`src/hw/step_pkg.sv`:
```
// Shared constants for the step/direction power stage control and indexer.
// Assumes a single 250 MHz clock on both ends.
package step_pkg;
  localparam int unsigned CLK_MHZ        = 250;
  localparam int unsigned IDLE_MS        = 40;
  localparam int unsigned IDLE_CYCLES    = IDLE_MS * 1000 * CLK_MHZ;
  localparam int unsigned MAX_STEP_KHZ   = 500;
  localparam int unsigned MIN_PERIOD_CYC = (CLK_MHZ * 1000) / MAX_STEP_KHZ;
  localparam int unsigned DIR_HOLD_NS    = 1000;
  localparam int unsigned DIR_HOLD_CYC   = (DIR_HOLD_NS * CLK_MHZ + 999) / 1000;
  localparam int unsigned BOOST_PCT      = 30;
  localparam int unsigned RING_W         = 7;
  localparam logic [3:0]  RES_RESET      = 4'h0;
  // Phase current command codes
  typedef enum logic [1:0] {
    CUR_OFF,
    CUR_STOP,
    CUR_RUN
  } cur_mode_t;
endpackage : step_pkg

```
`src/hw/step_if.sv`:
```
// Interface joining indexer and power stage control logic.
// Levels are high while the optocoupler conducts.
`default_nettype none
interface step_if;
  logic step_n;
  logic dir;
  logic boost;
  logic enable_reset;
  logic enable_aux;
  logic basic_pos;
  logic error;
  modport stage (input step_n, dir, boost, enable_reset, enable_aux,
                 output basic_pos, error);
  modport indexer (output step_n, dir, boost, enable_reset, enable_aux,
                   input basic_pos, error);
endinterface : step_if
`default_nettype wire

```
`src/hw/stage_end.sv`:
```
// Power stage control: phase ring counter, current mode, error latching.
// Assumes link inputs already synchronous; high means optocoupler conducts.
// What this block does
// - Input asserted exactly while optocoupler conducts
// - Step on falling edge, switch to run
// - Accept step rates up to 500 kHz
// - Idle over 40 ms drops to stop
// - Direction low steps preferred way
// - Inversion switch swaps preferred direction
// - Indexer holds direction 1 us after edge
// - Direction changes only when slow or stopped; not enforced, dir is taken at any step rate
// - Boost raises run and stop by 30%
// - Boost switch forces boost permanently
// - Enable low switches current off
// - Permanent-enable switch overrides enable input
// - Link selects shared pin reset or enable
// - Reset clears errors and ring counter
// - Basic position gives equal phase currents
// - Basic-position output at each ring zero without error
// - Ring period 4,8,16,20,40,80 steps
// - Counting continues while phases de-energized
// - Error indication beats basic position at start
// - Fault raises error and de-energizes motor
// - Error holds until power cycle or reset
// - Indexer ramps rate above start/stop; not done here, software ramps via the period register
// - Resolution change taken only at basic position
`default_nettype none
module stage_end #(
  parameter int unsigned IDLE_CYCLES = step_pkg::IDLE_CYCLES
) (
  input  wire logic       clk_in,
  input  wire logic       rst_n_in,
  input  wire logic       ce_in,
  input  wire logic       sw_overdrive_in,
  input  wire logic       sw_boost_in,
  input  wire logic       sw_enable_in,
  input  wire logic       sw_dir_invert_in,
  input  wire logic       pin_function_link_in,
  input  wire logic [3:0] resolution_sel_in,
  input  wire logic       fault_overload_in,
  input  wire logic       fault_supply_in,
  input  wire logic       fault_temp_in,
  output logic [1:0]      cur_mode_out,
  output logic            boost_out,
  output logic            overdrive_out,
  output logic            direction_out,
  output logic [6:0]      ring_pos_out,
  output logic [6:0]      ring_period_out,
  output logic [3:0]      resolution_out,
  output logic [2:0]      fault_flags_out,
  step_if.stage           link
);
  typedef struct packed {
    logic        step_d;
    logic [6:0]  ring;
    logic [3:0]  res;
    logic [31:0] idle;
    logic        running;
    logic [2:0]  faults;
  } st_t;
  st_t s_reg, s_next;
  logic reset_req;
  logic enabled;
  logic fall;
  logic step_up;
  logic [6:0] period;

  // Ring length for a rotary code
  function automatic logic [6:0] ring_len(input logic [3:0] code);
    case (code)
      4'h0: ring_len = 7'd4;
      4'h1, 4'h6, 4'hf: ring_len = 7'd8;
      4'h2, 4'h7, 4'hb: ring_len = 7'd16;
      4'h3, 4'h8, 4'hc: ring_len = 7'd20;
      4'h4, 4'h9, 4'hd: ring_len = 7'd40;
      default: ring_len = 7'd80;
    endcase
  endfunction : ring_len

  // Link active levels are taken as-is
  assign reset_req = pin_function_link_in && !link.enable_reset;
  assign enabled   = sw_enable_in ||
                     (pin_function_link_in ? link.enable_aux
                                           : link.enable_reset);
  assign fall      = s_reg.step_d && !link.step_n;
  assign step_up   = link.dir ^ sw_dir_invert_in;
  assign period    = ring_len(s_reg.res);

  always_comb begin
    s_next = s_reg;
    s_next.step_d = link.step_n;
    // Each source latches on its own
    s_next.faults = s_reg.faults |
                    {fault_temp_in, fault_supply_in, fault_overload_in};
    if (s_reg.idle != 32'h0) s_next.idle = s_reg.idle - 32'h1;
    else s_next.running = 1'b0;
    // Counting runs regardless of enable or errors
    if (fall) begin
      s_next.running = 1'b1;
      s_next.idle    = IDLE_CYCLES;
      if (!step_up) begin
        s_next.ring = (s_reg.ring == period - 7'd1) ? 7'd0
                                                    : s_reg.ring + 7'd1;
      end else begin
        s_next.ring = (s_reg.ring == 7'd0) ? period - 7'd1
                                           : s_reg.ring - 7'd1;
      end
    end
    // New resolution only taken at basic position
    if (s_next.ring == 7'd0) s_next.res = resolution_sel_in;
    if (reset_req) begin
      s_next.ring   = 7'd0;
      s_next.faults = 3'h0;
      s_next.res    = resolution_sel_in;
    end
    if (!ce_in) begin
      s_next = s_reg;
    end
  end

  always_ff @(posedge clk_in) begin
    if (!rst_n_in) begin
      s_reg <= '0;
      s_reg.res <= step_pkg::RES_RESET;
      s_reg.step_d <= 1'b1;
    end else begin
      s_reg <= s_next;
    end
  end

  always_comb begin
    if (s_reg.faults != 3'h0 || !enabled) begin
      cur_mode_out = step_pkg::CUR_OFF;
    end else if (s_reg.running) begin
      cur_mode_out = step_pkg::CUR_RUN;
    end else begin
      cur_mode_out = step_pkg::CUR_STOP;
    end
  end

  assign boost_out       = link.boost || sw_boost_in;
  assign overdrive_out   = sw_overdrive_in;
  assign direction_out   = step_up;
  // Ring zero means equal magnitude on both phases downstream
  assign ring_pos_out    = s_reg.ring;
  assign ring_period_out = period;
  assign resolution_out  = s_reg.res;
  assign fault_flags_out = s_reg.faults;
  assign link.error      = s_reg.faults != 3'h0;
  // Error takes precedence over basic position
  assign link.basic_pos  = (s_reg.ring == 7'd0) && (s_reg.faults == 3'h0);
endmodule : stage_end
`default_nettype wire

```
`src/flat_wrapper.sv`:
```
// flat-port wrapper written by rule: the top's interface ports become plain ports
module stage_end_flat 
#(
  parameter int unsigned IDLE_CYCLES = step_pkg::IDLE_CYCLES
)
  (clk_in, rst_n_in, ce_in, sw_overdrive_in, sw_boost_in, sw_enable_in, sw_dir_invert_in, pin_function_link_in, resolution_sel_in, fault_overload_in, fault_supply_in, fault_temp_in, cur_mode_out, boost_out, overdrive_out, direction_out, ring_pos_out, ring_period_out, resolution_out, fault_flags_out, link_step_n, link_dir, link_boost, link_enable_reset, link_enable_aux, link_basic_pos, link_error);
  step_if link_i ();
  input  wire logic clk_in;
  input  wire logic rst_n_in;
  input  wire logic ce_in;
  input  wire logic sw_overdrive_in;
  input  wire logic sw_boost_in;
  input  wire logic sw_enable_in;
  input  wire logic sw_dir_invert_in;
  input  wire logic pin_function_link_in;
  input  wire logic [3:0] resolution_sel_in;
  input  wire logic fault_overload_in;
  input  wire logic fault_supply_in;
  input  wire logic fault_temp_in;
  output logic [1:0] cur_mode_out;
  output logic boost_out;
  output logic overdrive_out;
  output logic direction_out;
  output logic [6:0] ring_pos_out;
  output logic [6:0] ring_period_out;
  output logic [3:0] resolution_out;
  output logic [2:0] fault_flags_out;
  input wire logic [$bits(link_i.step_n)-1:0] link_step_n;
  input wire logic [$bits(link_i.dir)-1:0] link_dir;
  input wire logic [$bits(link_i.boost)-1:0] link_boost;
  input wire logic [$bits(link_i.enable_reset)-1:0] link_enable_reset;
  input wire logic [$bits(link_i.enable_aux)-1:0] link_enable_aux;
  output wire logic [$bits(link_i.basic_pos)-1:0] link_basic_pos;
  output wire logic [$bits(link_i.error)-1:0] link_error;
  assign link_i.step_n = link_step_n;
  assign link_i.dir = link_dir;
  assign link_i.boost = link_boost;
  assign link_i.enable_reset = link_enable_reset;
  assign link_i.enable_aux = link_enable_aux;
  assign link_basic_pos = link_i.basic_pos;
  assign link_error = link_i.error;
  stage_end #(.IDLE_CYCLES(IDLE_CYCLES)) u_core (.clk_in(clk_in), .rst_n_in(rst_n_in), .ce_in(ce_in), .sw_overdrive_in(sw_overdrive_in), .sw_boost_in(sw_boost_in), .sw_enable_in(sw_enable_in), .sw_dir_invert_in(sw_dir_invert_in), .pin_function_link_in(pin_function_link_in), .resolution_sel_in(resolution_sel_in), .fault_overload_in(fault_overload_in), .fault_supply_in(fault_supply_in), .fault_temp_in(fault_temp_in), .cur_mode_out(cur_mode_out), .boost_out(boost_out), .overdrive_out(overdrive_out), .direction_out(direction_out), .ring_pos_out(ring_pos_out), .ring_period_out(ring_period_out), .resolution_out(resolution_out), .fault_flags_out(fault_flags_out), .link(link_i));
endmodule
```
`config.mk`:
```
export PLATFORM = sky130hd
export DESIGN_NAME = stage_end_flat
export DESIGN_NICKNAME = d
export VERILOG_FILES = /design/src/hw/step_pkg.sv /design/src/hw/step_if.sv /design/src/hw/stage_end.sv /design/src/flat_wrapper.sv
export SDC_FILE = /design/constraint.sdc
export NUM_CORES = 1
export LEC_CHECK = 0
export ABC_AREA = 1
export BUFFER_PORTS_ARGS = -buffer_cell sky130_fd_sc_hd__buf_2
export CAP_MARGIN = 5
export CORE_AREA = 2 2 97 89
export DETAILED_ROUTE_END_ITERATION = 8
export DIE_AREA = 0 0 99 91
export HOLD_SLACK_MARGIN = 0.03
export SLEW_MARGIN = 15
export SYNTH_ARGS = -nofsm -noshare
export SYNTH_HDL_FRONTEND = slang
export SYNTH_SLANG_ARGS = --single-unit
```
`constraint.sdc`:
```
create_clock -name clk_in -period 6.76 [get_ports clk_in]
set_input_delay 0.676 -clock clk_in [delete_from_list [all_inputs] [get_ports clk_in]]
set_output_delay 0.676 -clock clk_in [all_outputs]
set_load 0.01 [all_outputs]
```
After elaboration in Yosys (flattened, before gate mapping). Memory sizes are Yosys's and may differ from the RTL's. A register that Yosys moved wholly into a read port is not among the register bits. Cells that the tools add are included.

Memories kept: 1. Output and inout bits: 28. ROM bits: 80. Input bits: 20. Bits in latches: 0. Register bits: 48. RAM bits: 0. Word-level logic and storage cells: 49.

Memories: (name not given) (depth 16, bits a word 5, read ports 1, clocked after memory_dff 1, wr ports 0, line stage_end.sv:70) `case (code)`.

Shift operators: 0. Div/mod/pow operators: 0. Add/subtract/negate cells: 4. Multipliers: 0. Mux-type cells: 15. Equality and inequality tests: 2. Bitwise gates (word level): 2. Magnitude comparators: 0. Reductions and logical operators: 19.

Operators by type and width (count): 33-bit two-way mux (1); 32-bit two-way mux (1); 32-bit nonzero test (1); 32-bit by 1-bit subtractor with 32-bit output, second input constant (1); 7-bit two-way mux (4); 7-bit logical NOT (2); 7-bit by 1-bit subtractor with 7-bit output, second input constant (2); 4-bit two-way mux (3); 11-bit two-way mux (1); 7-bit by 1-bit adder with 7-bit output, second input constant (1); 7-bit equality test (1); 2-bit AND reduction (3); 2-bit two-way mux (2); 2-bit nonzero test (2); 1-bit logical AND (3); 1-bit logical NOT (3); 3-bit logical NOT (1); 1-bit logical OR (3); 3-bit two-way mux (1); 3-bit OR (1); 3-bit nonzero test (1); 1-bit two-way mux (2); 2-bit by 1-bit != test with 1-bit output, second input constant (1); 1-bit XOR (1).

Longest topological paths before layout.
Depth in word-level cells: 10. Mapped depth: 24. Depth with buffers taken out: 24.

Worst setup path after synthesis. No wires, ideal clock.

Path type: register to register. From: reg u_core.ring_period_out[2] (netlist name). To: reg u_core.ring_period_out[5] (netlist name). Period minus slack after synthesis: 2.526 ns. Arrival time: 2.413 ns. Cell stages (with the launch flop): 21. Path slack: 4.234 ns. Buffers on the path: 0. Setup time: 0.113 ns. Data required time: 6.647 ns. Path through: dfxtp_1 > inv_1 > ha_1 > xnor2_1 > nor2_1 > nand2_1 > nor2_2 > nand2_2 > nand2_1 > nand2_1 > nand2_1 > nand2_1 > nor2_2 > nand2_2 > nand3b_1 > nand2_2 > nor2_1 > inv_1 > ha_1 > nand3_1 > nand2_1.

Cells in the longest elaborated chain, start to end: 10. Elaborated cells between the ends (all ways): 11. Classes of those cells: add/sub (1); eq/ne (1); mux (6); reduce/logical (3).

Ends and longest elaborated chain: 7-bit by 1-bit subtractor with 7-bit output (*) (line stage_end.sv:102, stage_end.sv:105); 7-bit equality test (line stage_end.sv:102) `s_next.ring = (s_reg.ring == period - 7'd1) ? 7'd0`; 7-bit two-way mux (line stage_end.sv:102); 7-bit two-way mux (*) (line stage_end.sv:101) `if (!step_up) begin`; 7-bit two-way mux (*) (line stage_end.sv:98) `if (fall) begin`; 7-bit logical NOT (*) (line stage_end.sv:110) `if (s_next.ring == 7'd0) s_next.res = resolution_sel_in;`; 2-bit nonzero test (no source line) (*); 2-bit AND reduction (no source line) (*); 4-bit two-way mux (no source line) (*) (2 in a row).

Mark *: on every way between the ends. The rest lies on a longest branch, timed or not. A chain may end at the register's enable or synchronous reset.

Final worst setup path.
From: in sw_dir_invert_in. To: reg u_core.ring_period_out[5] (netlist name).

Cells in the longest elaborated chain, start to end: 8.

Ends and longest elaborated chain: start, declared (line flat_wrapper.sv:14) `input wire logic sw_dir_invert_in;`; 1-bit XOR (line stage_end.sv:86) `assign step_up = link.dir ^ sw_dir_invert_in;`; 7-bit two-way mux (line stage_end.sv:101); 7-bit two-way mux (line stage_end.sv:98); 7-bit logical NOT (line stage_end.sv:110); 2-bit nonzero test (no source line); 2-bit AND reduction (no source line); 4-bit two-way mux (no source line) (2 in a row).

No other way between the ends.

==> flow_metrics.env <==
export IMPL_outcome="finished clean"
export IMPL_drt_initial_drc_count=190
export IMPL_path_cells="buf_2 > xor2_1 > o21ai_0 > o21ai_1 > inv_1 > nand2_1 > nand2_1 > nand2_1 > nor2_2 > nand2_2 > nand2_4 > nand2_1 > nand2_2 > nor2_1 > inv_1 > ha_1 > nand3_1 > nand2_1"
export IMPL_clk_path_buf_depth=2
export IMPL_ys_types=33
export IMPL_min_from="u_core.s_reg[10]$_SDFFE_PN0P_"
export IMPL_p_int_uw=548
export IMPL_numCtsBuffers=5
export IMPL_die_area_sq_um=9010
export IMPL_gp_congestion=0.911
export IMPL_die_w_um=99
export IMPL_synth_area_leaders="dfxtp_1 (30%), nand2_1 (13%), nor2_1 (9.6%), inv_1 (8.1%), a21oi_1 (6.6%)"
export IMPL_setup_viol=0
export IMPL_drc=0
export IMPL_maxSlewHeadroom_pct=45.6
export IMPL_num_antenna_cells=0
export IMPL_grt_first_pass_wirelength_um=14700
export IMPL_wire_per_inst_um=12.5
export IMPL_placed_cells=680
export IMPL_worst_ir_drop_vdd_mv=0.114
export IMPL_ant_nets=0
export IMPL_ys_seq_area_share_pct=30.3
export IMPL_cts_root_buffer_cell="clkbuf_8"
export IMPL_initial_core_util_pct=44.1
export IMPL_rows=31
export IMPL_avgSynthCellArea_sq_um=6.22
export IMPL_grt_max_degree=21
export IMPL_area_delta_synth_final_pct=7.32
export IMPL_rsz0062_at_grt="no"
export IMPL_syn_inst=564
export IMPL_n_fill_cell=840
export IMPL_start_kind="primary input"
export IMPL_worst_ep_required_time_ns=6.98
export IMPL_p_leak_uw=0.00187
export IMPL_arrival_ns=3.22
export IMPL_grt_pass1_vias=3141
export IMPL_antenna_found_initial=0
export IMPL_place_ws_ns=3.44
export IMPL_yosysTopAreaCell="dfxtp_1"
export IMPL_rr_worst_depth=21
export IMPL_mostFrequentLayoutCells="nand2_1 (125), nor2_1 (90), inv_1 (76)"
export IMPL_placed_area_sq_um=3660
export IMPL_p_sw_share_pct=38.9
export IMPL_slew_violations=0
export IMPL_clock_skew_final_ns=0.0113
export IMPL_htree_levels=2
export IMPL_hp_class="flip-flop to flip-flop"
export IMPL_final_layout_size_suffix_gt1_share_pct=13.1
export IMPL_ff2ff_setup_slack_ns=3.87
export IMPL_cts_setup_buffers=0
export IMPL_maxCapViolCount=0
export IMPL_cts_resized=0
export IMPL_hold_viol_final=0
export IMPL_worstHoldEndpoint="u_core.s_reg[10]$_SDFFE_PN0P_"
export IMPL_tns_ns=0
export IMPL_final_common_cell="nand2_1"
export IMPL_wl_um=8620
export IMPL_grt_overflow=0
export IMPL_coreArea_sq_um=7950
export IMPL_crit_slowest_cell="xor2_1"
export IMPL_final_cells=688
export IMPL_place_port_buffers=43
export IMPL_ios=48
export IMPL_syn_cell_area_sq_um=3510
export IMPL_grtUsageTotal_pct=19.7
export IMPL_layout_nets=617
export IMPL_viasPerCell=5.00
export IMPL_p_switching_uw=349
export IMPL_design_area_sq_um=3760
export IMPL_largest_register_ffs=34
export IMPL_die_y_um=91
export IMPL_min_path_cells=2
export IMPL_hpwl_um=6710
export IMPL_fin_crit_sh_pct=44.4
export IMPL_endpoint_kind="flip-flop"
export IMPL_clock_fmax_ghz=0.333
export IMPL_clkPwrFrac_pct=22.9
export IMPL_clock_latency_ns=0.31
export IMPL_seq_power_share_pct=41.7
export IMPL_worstPathMaxFanout=11
export IMPL_r2r_end="u_core.ring_period_out[5]$_DFF_P_"
export IMPL_tightestPinTransition_ns=0.813
export IMPL_pwr_share_comb_pct=35.5
export IMPL_layout_setup_ws_ns=3.76
export IMPL_cts_tree="done"
export IMPL_path_class="primary input to flip-flop"
export IMPL_drt_first_pass_iters=5
export IMPL_period_minus_slack_ns=3.00
export IMPL_cpMostUsedCell="nand2_1"
export IMPL_num_vias=3442
export IMPL_cts_reportedPaths_clkPinSlew_ns=0.10
export IMPL_clock_sinks=53
export IMPL_synth_top_area_share_pct=30.3
export IMPL_ys_warn_count=0
export IMPL_cpPeakStageDelay_ns=0.65
export IMPL_ys_seq_elements=53
export IMPL_power_density_nw_per_um2=238
export IMPL_holdBufCountCts=0
export IMPL_reg2reg_from="u_core.ring_pos_out[0]$_SDFFE_PN0P_"
-- worst max-delay path, delay by kind of cell --
kind	cells	cell delay (ns)
compound gates	2	0.50
fa+ha+maj	1	0.22
buf+inv	3	0.25
xor+xnor	1	0.65
simple gates	11	0.92
-- power by group through the flow --
stage               clock (uW)  sequential (uW)  combinational [uW]
floorplan                    0              372                 251
global placement             0              380                 313
detailed placement           0              380                 313
CTS                        210              373                 315
global route               222              378                 366
finish                     205              373                 318
-- metal layers --
| layer | up-vias | GRT usage (%) | part of all wire [%] |
|---|---|---|---|
| met4 | 0 | 4.45 | 1.0 |
| met1 | 1552 | 29.4 | 53 |
| met3 | 8 | 2.69 | 4.1 |
| li1 | 1814 | - | - |
| met5 | - | 0 | 0 |
| met2 | 68 | 30.0 | 42 |
-- how the worst max path moves through the flow --
| stage | from | endpoint | slack [ns] | cells past startpoint |
|---|---|---|---|---|
| floorplan | u_core.ring_period_out[2]$_DFF_P_ | u_core.ring_period_out[5]$_DFF_P_ | 4.23 | 20 |
| global placement | sw_dir_invert_in | u_core.ring_period_out[5]$_DFF_P_ | 3.44 | 18 |
| detailed placement | sw_dir_invert_in | u_core.ring_period_out[5]$_DFF_P_ | 3.44 | 18 |
| CTS | sw_dir_invert_in | u_core.ring_period_out[5]$_DFF_P_ | 3.76 | 18 |
| global route | sw_dir_invert_in | u_core.ring_period_out[5]$_DFF_P_ | 3.36 | 18 |
| finish | sw_dir_invert_in | u_core.ring_period_out[5]$_DFF_P_ | 3.76 | 18 |
-- synthesized netlist by cell type --
cell type,count
nor4_1,2
nor2_1,90
nand2_4,1
or2_2,4
inv_2,1
xor2_1,8
clkbuf_1,3
nand2_2,8
buf_2,3
a21oi_1,46
nor2_2,6
xnor2_1,3
conb_1,1
nand3_2,2
ha_1,9
nor3_1,13
a31oi_1,3
nor3b_1,1
nand3b_1,3
buf_4,19
dfxtp_1,53
a21o_1,1
o21ai_0,24
nor2_4,3
buf_6,2
nand4_1,5
nand2_1,125
nand3_1,42
o21ai_1,2
clkinv_2,1
o21a_1,3
clkinv_1,1
inv_1,76
-- kinds of logic (layout without fill, tap and decap cells) --
family | after synthesis | count (layout) | share of synthesized area [%]
xor gates and xnor gates | 11 | 11 | 2.75
adders and majority gates | 9 | 9 | 3.21
DFF | 53 | 53 | 30.3
and+or+nand+nor | 305 | 305 | 38.0
AOI/OAI and AO/OA | 79 | 79 | 11.7
buffers and inverters | 106 | 130 | 14.0
other | 1 | 2 | 0.107
-- area by class of cell --
class,count,area (sq um),share of cell area [%]
inverters,79,298,7.91
clock buffers,7,96.3,2.56
well taps,99,124,3.29
clock inverters,1,8.76,0.233
multi-input cells,406,1960,52.1
flip-flops and latches,53,1060,28.2
repair buffers,43,215,5.72
-- stage by stage --
stage | total power (uW) | hold WS, ns | util, %
6_report | 896 | 0.488 | 47.3
5_1_grt | 967 | 0.512 | 47.3
4_1_cts | 898 | 0.494 | 47.3
3_5_place_dp | 693 | 0.467 | 46.0
3_3_place_gp | 693 | 0.453 | 46.0
2_1_floorplan | 622 | 0.443 | -
Power figures use the tool's default switching activity.
